==> src/pkg/adcev_pkg.sv <==
// Notes on behaviour
// nine event flags, each with enable bit
// conversion while done flag set sets overrun
// overrun flag with enable raises interrupt
// policy zero keeps old result on overrun
// policy one overwrites result with newest
// policy one overrun does not stop conversion
// each conversion sets done flag, loads result
// software without DMA keeps policy at zero
// DMA enabled: request after each conversion
// unserviced DMA gives overrun, blocks further requests
// no DMA in segmented sampling mode
// single mode: requests stop after restart
// software stops converter at DMA length
// circular mode keeps requesting after restart
// auto power-off when idle, wake on start
// no auto power-off in segmented mode
// nineteen segment results at 0x44 plus 4x
// conversion count comes from sequence control
// hardware sets flags, software writes one clears
// enables writable only while start bit zero
// interrupt is OR of enabled flags
package adcev_pkg;
  // register byte offsets
  localparam logic [11:0] OFF_STATUS = 12'h000;
  localparam logic [11:0] OFF_IEN = 12'h004;
  localparam logic [11:0] OFF_CTRL = 12'h008;
  localparam logic [11:0] OFF_CFG1 = 12'h00C;
  localparam logic [11:0] OFF_CFG2 = 12'h010;
  localparam logic [11:0] OFF_SMPTIM = 12'h014;
  localparam logic [11:0] OFF_CFG3 = 12'h018;
  localparam logic [11:0] OFF_AWDT = 12'h020;
  localparam logic [11:0] OFF_CHSEL = 12'h028;
  localparam logic [11:0] OFF_RESULT = 12'h040;
  localparam logic [11:0] OFF_SEG_BASE = 12'h044;
  localparam logic [11:0] OFF_SEG_LAST = 12'h08C;
  localparam logic [11:0] OFF_SEQCTL = 12'h100;
  localparam logic [11:0] OFF_SLOT1 = 12'h104;
  localparam logic [11:0] OFF_SLOT2 = 12'h108;
  localparam logic [11:0] OFF_SLOT3 = 12'h10C;
  localparam logic [11:0] OFF_SLOT4 = 12'h110;
  localparam logic [11:0] OFF_COMMON = 12'h308;
  localparam int SEG_COUNT = 19;
  localparam int PLAIN_COUNT = 12;
  localparam logic [3:0] PIDX_CFG1 = 4'h0;
  localparam logic [3:0] PIDX_SEQCTL = 4'h6;
  // status / enable bit positions
  localparam int FLG_READY = 0;
  localparam int FLG_SAMPLE = 1;
  localparam int FLG_CONV = 2;
  localparam int FLG_SEQ = 3;
  localparam int FLG_OVR = 4;
  localparam int FLG_WATCH = 7;
  localparam int FLG_SEG3 = 8;
  localparam int FLG_SEG1 = 9;
  localparam int FLG_SEG2 = 10;
  localparam logic [10:0] EVT_MASK = 11'h79F;
  // control bits
  localparam int CTL_ENABLE = 0;
  localparam int CTL_DISABLE = 1;
  localparam int CTL_START = 2;
  localparam int CTL_STOP = 4;
  // config_one bits
  localparam int CFG_DMA_EN = 0;
  localparam int CFG_DMA_MODE = 1;
  localparam int CFG_OVR_POLICY = 12;
  localparam int CFG_AUTO_OFF = 15;
  // segment_sequence_control bits
  localparam int SEQ_SEG_EN = 0;
  // reset values and bus answers
  localparam logic [31:0] RST_WORD = 32'h0000_0000;
  localparam logic [1:0] RESP_OKAY = 2'h0;
  localparam logic [1:0] RESP_SLVERR = 2'h2;
endpackage

==> src/rtl/adcev_ctrl.sv <==
// Implementation choice: the AXI4-Lite slave port.
`timescale 1ns/10ps
module adcev_ctrl (
  // clock and reset
  input wire logic aclk,
  input wire logic aresetn,
  // axi4-lite write address and data
  input wire logic [11:0] s_axi_awaddr,
  input wire logic s_axi_awvalid,
  output logic s_axi_awready,
  input wire logic [31:0] s_axi_wdata,
  input wire logic [3:0] s_axi_wstrb,
  input wire logic s_axi_wvalid,
  output logic s_axi_wready,
  // axi4-lite write response
  output logic [1:0] s_axi_bresp,
  output logic s_axi_bvalid,
  input wire logic s_axi_bready,
  // axi4-lite read
  input wire logic [11:0] s_axi_araddr,
  input wire logic s_axi_arvalid,
  output logic s_axi_arready,
  output logic [31:0] s_axi_rdata,
  output logic [1:0] s_axi_rresp,
  output logic s_axi_rvalid,
  input wire logic s_axi_rready,
  // conversion core events
  input wire logic core_ready_evt,
  input wire logic core_sample_done,
  input wire logic core_conv_done,
  input wire logic [15:0] core_result,
  input wire logic core_seq_done,
  input wire logic core_watch_evt,
  input wire logic [2:0] core_seg_done,
  input wire logic core_seg_valid,
  input wire logic [4:0] core_seg_slot,
  input wire logic [15:0] core_seg_data,
  input wire logic core_busy,
  // conversion core control
  output logic conv_run,
  output logic power_down,
  // dma handshake
  output logic dma_req,
  input wire logic dma_ack,
  // interrupt
  output logic irq
);
  import adcev_pkg::*;

  function automatic logic [4:0] plain_idx_f(input logic [11:0] a);
    case (a)
      OFF_CFG1: plain_idx_f = 5'h00;
      OFF_CFG2: plain_idx_f = 5'h01;
      OFF_SMPTIM: plain_idx_f = 5'h02;
      OFF_CFG3: plain_idx_f = 5'h03;
      OFF_AWDT: plain_idx_f = 5'h04;
      OFF_CHSEL: plain_idx_f = 5'h05;
      OFF_SEQCTL: plain_idx_f = 5'h06;
      OFF_SLOT1: plain_idx_f = 5'h07;
      OFF_SLOT2: plain_idx_f = 5'h08;
      OFF_SLOT3: plain_idx_f = 5'h09;
      OFF_SLOT4: plain_idx_f = 5'h0A;
      OFF_COMMON: plain_idx_f = 5'h0B;
      default: plain_idx_f = 5'h1F;
    endcase
  endfunction

  // registers
  logic awready_ff, wready_ff, bvalid_ff, arready_ff, rvalid_ff;
  logic aw_got_ff, w_got_ff;
  logic [11:0] awaddr_ff;
  logic [31:0] wdata_ff;
  logic [3:0] wstrb_ff;
  logic [1:0] bresp_ff, rresp_ff;
  logic [31:0] rdata_ff;
  logic [10:0] flags_ff, ien_ff;
  logic en_ff, start_ff, run_seen_ff, dma_halt_ff;
  logic [15:0] result_ff;
  logic [15:0] seg_ff [SEG_COUNT];
  logic [31:0] plain_ff [PLAIN_COUNT];
  logic dma_req_ff, power_down_ff, irq_ff;

  // write channel
  wire aw_hs = s_axi_awvalid & awready_ff;
  wire w_hs = s_axi_wvalid & wready_ff;
  wire have_aw = aw_got_ff | aw_hs;
  wire have_w = w_got_ff | w_hs;
  wire do_wr = have_aw & have_w & ~bvalid_ff;
  wire [11:0] wr_addr = aw_hs ? s_axi_awaddr : awaddr_ff;
  wire [31:0] wr_data = w_hs ? s_axi_wdata : wdata_ff;
  wire [3:0] wr_strb = w_hs ? s_axi_wstrb : wstrb_ff;
  wire [31:0] wmask = {{8{wr_strb[3]}}, {8{wr_strb[2]}}, {8{wr_strb[1]}}, {8{wr_strb[0]}}};
  wire nxt_aw_got = have_aw & ~do_wr;
  wire nxt_w_got = have_w & ~do_wr;
  wire nxt_bvalid = do_wr | (bvalid_ff & ~s_axi_bready);
  wire nxt_awready = ~nxt_aw_got & ~nxt_bvalid;
  wire nxt_wready = ~nxt_w_got & ~nxt_bvalid;

  // address decode, shared by both directions
  wire [4:0] wr_pidx = plain_idx_f(wr_addr);
  wire [4:0] rd_pidx = plain_idx_f(s_axi_araddr);
  wire [11:0] rd_seg_off = s_axi_araddr - OFF_SEG_BASE;
  wire rd_seg_hit = (s_axi_araddr >= OFF_SEG_BASE) && (s_axi_araddr <= OFF_SEG_LAST)
                    && (s_axi_araddr[1:0] == 2'h0);
  wire wr_seg_hit = (wr_addr >= OFF_SEG_BASE) && (wr_addr <= OFF_SEG_LAST)
                    && (wr_addr[1:0] == 2'h0);
  wire wr_status = do_wr && (wr_addr == OFF_STATUS);
  wire wr_ien = do_wr && (wr_addr == OFF_IEN);
  wire wr_ctrl = do_wr && (wr_addr == OFF_CTRL);
  wire wr_plain = do_wr && (wr_pidx != 5'h1F);
  wire wr_cfg1 = wr_plain && (wr_pidx[3:0] == PIDX_CFG1);
  wire wr_hit = (wr_addr == OFF_STATUS) || (wr_addr == OFF_IEN) || (wr_addr == OFF_CTRL)
                || (wr_addr == OFF_RESULT) || wr_seg_hit || (wr_pidx != 5'h1F);
  wire [31:0] plain_cur = wr_plain ? plain_ff[wr_pidx[3:0]] : RST_WORD;
  wire [31:0] plain_new = (plain_cur & ~wmask) | (wr_data & wmask);
  wire [31:0] ien_new = ({21'h0, ien_ff} & ~wmask) | (wr_data & wmask);
  wire [31:0] wr_ctl_bits = wr_data & wmask;

  // configuration fields
  wire [31:0] cfg1 = plain_ff[PIDX_CFG1];
  wire dma_en = cfg1[CFG_DMA_EN];
  wire dma_circ = cfg1[CFG_DMA_MODE];
  wire ovr_policy = cfg1[CFG_OVR_POLICY];
  wire auto_off = cfg1[CFG_AUTO_OFF];
  // the conversion count itself stays in the sequence control register; no port passes it to the core
  wire seg_mode = plain_ff[PIDX_SEQCTL][SEQ_SEG_EN];

  // read channel
  wire ar_hs = s_axi_arvalid & arready_ff;
  wire rd_result = ar_hs && (s_axi_araddr == OFF_RESULT);
  wire nxt_rvalid = ar_hs | (rvalid_ff & ~s_axi_rready);
  wire rd_plain_hit = (rd_pidx != 5'h1F);
  wire [31:0] rd_plain = rd_plain_hit ? plain_ff[rd_pidx[3:0]] : RST_WORD;
  wire [31:0] rd_seg = rd_seg_hit ? {16'h0, seg_ff[rd_seg_off[6:2]]} : RST_WORD;
  wire [31:0] rd_ctrl = {29'h0, start_ff, 1'b0, en_ff};
  wire rd_hit = (s_axi_araddr == OFF_STATUS) || (s_axi_araddr == OFF_IEN)
                || (s_axi_araddr == OFF_CTRL) || (s_axi_araddr == OFF_RESULT)
                || rd_seg_hit || rd_plain_hit;
  wire [31:0] rd_word = (s_axi_araddr == OFF_STATUS) ? {21'h0, flags_ff} :
                        (s_axi_araddr == OFF_IEN) ? {21'h0, ien_ff} :
                        (s_axi_araddr == OFF_CTRL) ? rd_ctrl :
                        (s_axi_araddr == OFF_RESULT) ? {16'h0, result_ff} :
                        rd_seg_hit ? rd_seg : rd_plain;

  // conversion and overrun; an unserviced dma request counts like an unread result
  wire ovr_evt = core_conv_done & (flags_ff[FLG_CONV] | dma_req_ff);
  wire take_result = core_conv_done & (~ovr_evt | ovr_policy);
  wire dma_allowed = dma_en & ~seg_mode & ~flags_ff[FLG_OVR] & ~dma_halt_ff;

  // event flags: set wins over the write-one clear and the result-read clear
  wire [10:0] evt_set;
  assign evt_set[FLG_READY] = core_ready_evt;
  assign evt_set[FLG_SAMPLE] = core_sample_done;
  assign evt_set[FLG_CONV] = core_conv_done;
  assign evt_set[FLG_SEQ] = core_seq_done;
  assign evt_set[FLG_OVR] = ovr_evt;
  assign evt_set[6:5] = 2'h0;
  assign evt_set[FLG_WATCH] = core_watch_evt;
  assign evt_set[FLG_SEG3] = core_seg_done[2];
  assign evt_set[FLG_SEG1] = core_seg_done[0];
  assign evt_set[FLG_SEG2] = core_seg_done[1];
  wire [10:0] flag_clr = (wr_status ? (wr_ctl_bits[10:0] & EVT_MASK) : 11'h000)
                         | {8'h00, rd_result, 2'h0};
  wire [10:0] nxt_flags = ((flags_ff & ~flag_clr) | evt_set) & EVT_MASK;

  // control register: enable, disable, start, stop
  // disable is refused while the start bit is set; core_busy is not checked, so a conversion still running after stop can be cut off
  wire ctrl_idle = ~en_ff & ~start_ff;
  wire set_en = wr_ctrl & wr_ctl_bits[CTL_ENABLE] & ctrl_idle;
  wire set_dis = wr_ctrl & wr_ctl_bits[CTL_DISABLE] & en_ff & ~start_ff;
  wire set_start = wr_ctrl & wr_ctl_bits[CTL_START] & en_ff & ~wr_ctl_bits[CTL_DISABLE];
  wire set_stop = wr_ctrl & wr_ctl_bits[CTL_STOP];
  // hold policy halts conversion so the unread result survives
  wire ovr_halt = ovr_evt & ~ovr_policy;
  wire nxt_en = (en_ff | set_en) & ~set_dis;
  wire nxt_start = (start_ff | set_start) & ~set_stop & ~set_dis & ~ovr_halt;
  wire restart = set_start & ~start_ff & run_seen_ff;
  // single-mode halt lifts only when config_one is rewritten, i.e. dma is set up anew
  wire nxt_dma_halt = (dma_halt_ff | (restart & ~dma_circ)) & ~wr_cfg1;
  wire nxt_dma_req = (dma_req_ff & ~dma_ack & ~rd_result)
                     | (take_result & dma_allowed);
  wire nxt_power_down = ~nxt_en | (auto_off & ~seg_mode & ~nxt_start & ~core_busy);
  // irq follows the flags at the same edge, so a write-one clear drops it at once
  wire nxt_irq = |(nxt_flags & ien_ff);

  always_ff @(posedge aclk) begin
    if (!aresetn) begin
      awready_ff <= 1'b0;
      wready_ff <= 1'b0;
      aw_got_ff <= 1'b0;
      w_got_ff <= 1'b0;
      bvalid_ff <= 1'b0;
      bresp_ff <= RESP_OKAY;
      awaddr_ff <= 12'h000;
      wdata_ff <= RST_WORD;
      wstrb_ff <= 4'h0;
    end else begin
      awready_ff <= nxt_awready;
      wready_ff <= nxt_wready;
      aw_got_ff <= nxt_aw_got;
      w_got_ff <= nxt_w_got;
      bvalid_ff <= nxt_bvalid;
      if (do_wr) begin
        bresp_ff <= wr_hit ? RESP_OKAY : RESP_SLVERR;
      end
      if (aw_hs) begin
        awaddr_ff <= s_axi_awaddr;
      end
      if (w_hs) begin
        wdata_ff <= s_axi_wdata;
        wstrb_ff <= s_axi_wstrb;
      end
    end
  end

  always_ff @(posedge aclk) begin
    if (!aresetn) begin
      arready_ff <= 1'b0;
      rvalid_ff <= 1'b0;
      rdata_ff <= RST_WORD;
      rresp_ff <= RESP_OKAY;
    end else begin
      arready_ff <= ~nxt_rvalid;
      rvalid_ff <= nxt_rvalid;
      if (ar_hs) begin
        rdata_ff <= rd_hit ? rd_word : RST_WORD;
        rresp_ff <= rd_hit ? RESP_OKAY : RESP_SLVERR;
      end
    end
  end

  always_ff @(posedge aclk) begin
    if (!aresetn) begin
      flags_ff <= 11'h000;
      ien_ff <= 11'h000;
      en_ff <= 1'b0;
      start_ff <= 1'b0;
      run_seen_ff <= 1'b0;
      dma_halt_ff <= 1'b0;
      dma_req_ff <= 1'b0;
      power_down_ff <= 1'b1;
      irq_ff <= 1'b0;
      result_ff <= 16'h0000;
    end else begin
      flags_ff <= nxt_flags;
      // enables frozen while conversion is running
      if (wr_ien && !start_ff) begin
        ien_ff <= ien_new[10:0] & EVT_MASK;
      end
      en_ff <= nxt_en;
      start_ff <= nxt_start;
      run_seen_ff <= run_seen_ff | set_start;
      dma_halt_ff <= nxt_dma_halt;
      dma_req_ff <= nxt_dma_req;
      power_down_ff <= nxt_power_down;
      irq_ff <= nxt_irq;
      if (take_result) begin
        result_ff <= core_result;
      end
    end
  end

  // plain configuration storage and segment results
  always_ff @(posedge aclk) begin
    if (!aresetn) begin
      for (int i = 0; i < PLAIN_COUNT; i++) begin
        plain_ff[i] <= RST_WORD;
      end
      for (int i = 0; i < SEG_COUNT; i++) begin
        seg_ff[i] <= 16'h0000;
      end
    end else begin
      if (wr_plain) begin
        plain_ff[wr_pidx[3:0]] <= plain_new;
      end
      if (core_seg_valid && (core_seg_slot < 5'(SEG_COUNT))) begin
        seg_ff[core_seg_slot] <= core_seg_data;
      end
    end
  end

  assign s_axi_awready = awready_ff;
  assign s_axi_wready = wready_ff;
  assign s_axi_bvalid = bvalid_ff;
  assign s_axi_bresp = bresp_ff;
  assign s_axi_arready = arready_ff;
  assign s_axi_rvalid = rvalid_ff;
  assign s_axi_rdata = rdata_ff;
  assign s_axi_rresp = rresp_ff;
  assign conv_run = start_ff;
  assign power_down = power_down_ff;
  assign dma_req = dma_req_ff;
  assign irq = irq_ff;
endmodule

==> config.mk <==
export PLATFORM = sky130hd
export DESIGN_NAME = adcev_ctrl
export DESIGN_NICKNAME = d
export VERILOG_FILES = /design/src/pkg/adcev_pkg.sv /design/src/rtl/adcev_ctrl.sv
export SDC_FILE = /design/constraint.sdc
export NUM_CORES = 2
export LEC_CHECK = 0
export BUFFER_PORTS_ARGS = -buffer_cell sky130_fd_sc_hd__buf_2
export CORE_UTILIZATION = 40
export DETAILED_ROUTE_END_ITERATION = 12
export PLACE_DENSITY_LB_ADDON = 0.25
export SLEW_MARGIN = 10
export SYNTH_ARGS = -nofsm -noshare
export SYNTH_HDL_FRONTEND = slang
export SYNTH_SLANG_ARGS = --single-unit
==> constraint.sdc <==
create_clock -name aclk -period 4.29 [get_ports aclk]
set_input_delay 0 -clock aclk [delete_from_list [all_inputs] [get_ports aclk]]
set_output_delay 0 -clock aclk [all_outputs]
set_load 0.01 [all_outputs]
==> results by group <==
Worst setup path
  – Setup crit start kind: register
  – Reg2Reg Capture Point: plain_ff[14][31]
  – Reg2reg start: s_axi_awready
  – Crit path required time: ~4.8 ns
  – R2r setup slk: between 0.2 and 0.3 ns
  – Worst Setup End Kind: register
  – Critical Setup Path Class: register to register
  – CP max FO: 20
  – Reg2Reg Depth: 11
  – CP Data Arrival Time: about 4.5 ns

Place
  – Place WS: 0.0528 ns
  – RD Place Congestion: between 0.9 and 1
  – HPWL Detailed: about 120000 um
  – Port Buffers: 157
  – Post-placement cell count: around 6600

Floorplanning
  – Rows: 132
  – Core Area: 0.130 mm^2
  – Die ar.: about 0.13 mm^2
  – # IOs: 160
  – Starting Density: 40.4%
  – Die X: 364 um
  – Die Y: 364 um

Route
  – Routed vias/inst: 5.84
  – Residual DRC: 0
  – Routed wire length: 188000 um
  – Vias: between 40000 and 50000
  – DR WL/cell: approximately 27 um
  – Initial DRC count: 5287
  – TritonRoute pass-1 iters: 6
  – DRT antenna net count: 0

Power and ir drop
  – Max rail drop VDD: approximately 0.00036 V
  – Pwr per Cell Area: 406 mW/mm^2
  – Power Total: around 0.026 W
  – Switching part of the total: 24.7%
  – Share of total power in the clock network: between 40% and 50%
  – Sequential power share: around half
  – Sw Pwr: roughly 0.0063 W
  – Static Leak: approximately 23 nW
  – Combinational power share: about a tenth
  – P_int: around 0.019 W

Yosys
  – Synth area leader: edfxtp_1
  – Post-synthesis register bit count: 1137
  – Synth cell types: a little over 100
  – Main area contributors after synthesis: edfxtp_1, mux4_2, nor2_1
  – YS warnings: 0
  – Sequential area share after synthesis: 62.4%
  – Mapped Avg Cell Area: between 10 and 15 um^2
  – Mapped Cells: 4415
  – EDFF count, synth: 991
  – Post-Syn Area: about 0.052 mm^2
  – Ys flop type: edfxtp_1
  – Post-synth ARST share: 0%
  – Top cell type's share of synthesized area: a little under three fifths

STA
  – Final worst slack: between 0.2 and 0.3 ns
  – Post-layout minimum cycle time: about 4 ns
  – Slew at the pin closest to its max-slew limit: about 1.1 ns
  – # setup viols final: 0
  – RSZ-0062 raised after global routing: false
  – Fin. Hold Viols: 0
  – Slew margin rel.: between 20% and 30%
  – Layout Skew: roughly 0.055 ns
  – Tcrit/Tclk final: between 90% and 100%
  – Maximum clock frequency: 250 MHz
  – Max-slew violations: 0

Clock tree
  – CTS tree: yes
  – Clk sinks: roughly 1100
  – Worst-Skew Late Latency: about 0.77 ns
  – Longest Clk Path Bufs: 3
  – Clk root buf: clkbuf_16
  – Htree depth: 3
  – Worst-path clk slew: 0.06 ns
  – CTS Buf Count: 120

GRT
  – Vias in the first global route: 39300
  – Initial antenna violation count: 19
  – Total global routing overflow: 0
  – Largest net degree at the start of global routing: approximately 100
  – Total track usage: ~28%
  – First-pass GRT wire length: 270000 um

Final layout
  – Area Overhead vs Synth: 20.7%
  – Layout cells sized above 1: between 10% and 20%
  – Nets: between 5000 and 6000
  – Final Non-Filler Cells: 6948
  – Commonest non-fill, non-tap cell in the layout: edfxtp_1
  – Commonest cells after routing, fill and taps aside: edfxtp_1, nor2_1, nand2_1, conb_1, buf_4

Min path
  – Hold Path End: flags_ff[0]
  – Worst hold path type: input port to register
  – Worst hold stages: 4
  – Hold Crit Start: core_ready_evt

Outcome
  – Run status: finished clean

Run
  – Maxcap violations: 0
registers in the layout, summed over array words and instances, names as in the netlist, 4 cells and up, named ones only:
register	count
seg_ff	512
awaddr_ff	12
wstrb_ff	4
plain_ff	495
s_axi_rdata	32
result_ff	16
flags_ff	9
wdata_ff	32
through the flow:
| step | hold slack [ns] | utilization, % | instance area (um^2) | setup TNS [ns] |
|---|---|---|---|---|
| 2_1_floorplan | 0.128 | - | 53600 | -0.00569 |
| 3_5_place_dp | 0.256 | 44.5 | 57800 | 0 |
| 3_3_place_gp | 0.248 | 44.5 | 57800 | 0 |
| 5_1_grt | 0.0454 | 48.7 | 63300 | 0 |
| 4_1_cts | 0.00535 | 48.7 | 63200 | 0 |
| 6_report | 0.0535 | 48.7 | 63300 | 0 |
power groups by stage:
stage               combinational, W  clock, W  sequential (W)
finish                       0.00254    0.0104          0.0127
global route                 0.00266    0.0110          0.0128
CTS                          0.00247    0.0105          0.0127
detailed placement           0.00236         0          0.0130
global placement             0.00235         0          0.0129
floorplan                    0.00139         0          0.0129
worst max-delay path by stage:
stage | endpoint | slack [ns] | cells past startpoint | startpoint
finish | plain_ff[14][31] | 0.28 | 11 | s_axi_awready
global route | plain_ff[6][0] | 0.20 | 13 | s_axi_awready
CTS | plain_ff[12][28] | 0.04 | 10 | s_axi_awready
detailed placement | plain_ff[4][19] | 0.05 | 10 | s_axi_awready
global placement | plain_ff[12][28] | 0.12 | 10 | s_axi_awready
floorplan | s_axi_rdata[15] | -0.006 | 18 | s_axi_araddr[2]
logic make-up (layout without fill, tap and decap cells):
group           Yosys count  in the layout  synth area share, %
simple gates           1855           1855                 15.3
flops                  1137           1137                 62.4
compound gates          711            711                 9.39
buf+inv                 398            854                 3.20
mux                     300            300                 9.51
xor+xnor                  8              8                0.134
fa+ha+maj                 5              5                0.119
other cells               1            336              0.00716
cell usage after synthesis, drive strengths merged (13+ instances only):
master    n
a311oi   24
mux4    157
a221oi   54
buf     140
nand2   608
and3     81
nor2b    22
or2      18
a22oi    13
nor2    789
a21oi   210
a31oi    67
nand2b   16
dfxtp   146
nor3     49
clkbuf  205
nand4    16
mux2i   128
inv      53
nand3   152
o21ai    97
o211ai   22
nor4     16
edfxtp  991
o221ai   27
and2     40
a21o     13
a211oi   53
mux2     15
timing repair:
item,in CTS,in global routing
buffers inserted,0,5
hold buffers,142,0
resized for setup,0,2
setup endpoints to repair,0,224
endpoints found under the hold margin,408,0
critical path: stages (launching register included):
cell and delay (ns):
dfxtp_2 0.54, and4bb_2 0.36, a22oi_1 0.10, or3_1 0.54, o21ai_4 0.35, nor2_2 0.18
o21ai_1 0.59, buf_4 0.34, a211oi_1 0.09, a31oi_1 0.15, nand2_1 0.21, and2_1 0.26
per-layer routing:
layer | up-vias | GRT usage, % | routed length [um]
met1 | 20100 | 37.1 | 73300
met4 | 12 | 13.1 | 9140
li1 | 17400 | - | -
met5 | - | 0 | 84
met2 | 2507 | 43.6 | 84800
met3 | 521 | 6.98 | 20900
area by class of cell:
| cell class | count | area, um^2 |
|---|---|---|
| Sequential cell | 1137 | 32700 |
| Inverter | 53 | 201 |
| Tap cell | 1742 | 2180 |
| Fill cell | 11800 | 66500 |
| Clock inverter | 68 | 708 |
| Multi-Input combinational cell | 3200 | 19500 |
| Timing Repair Buffer | 578 | 4740 |
| Clock buffer | 155 | 3260 |
| Antenna cell | 15 | 37.5 |
(Power assumes the default switching activity.)
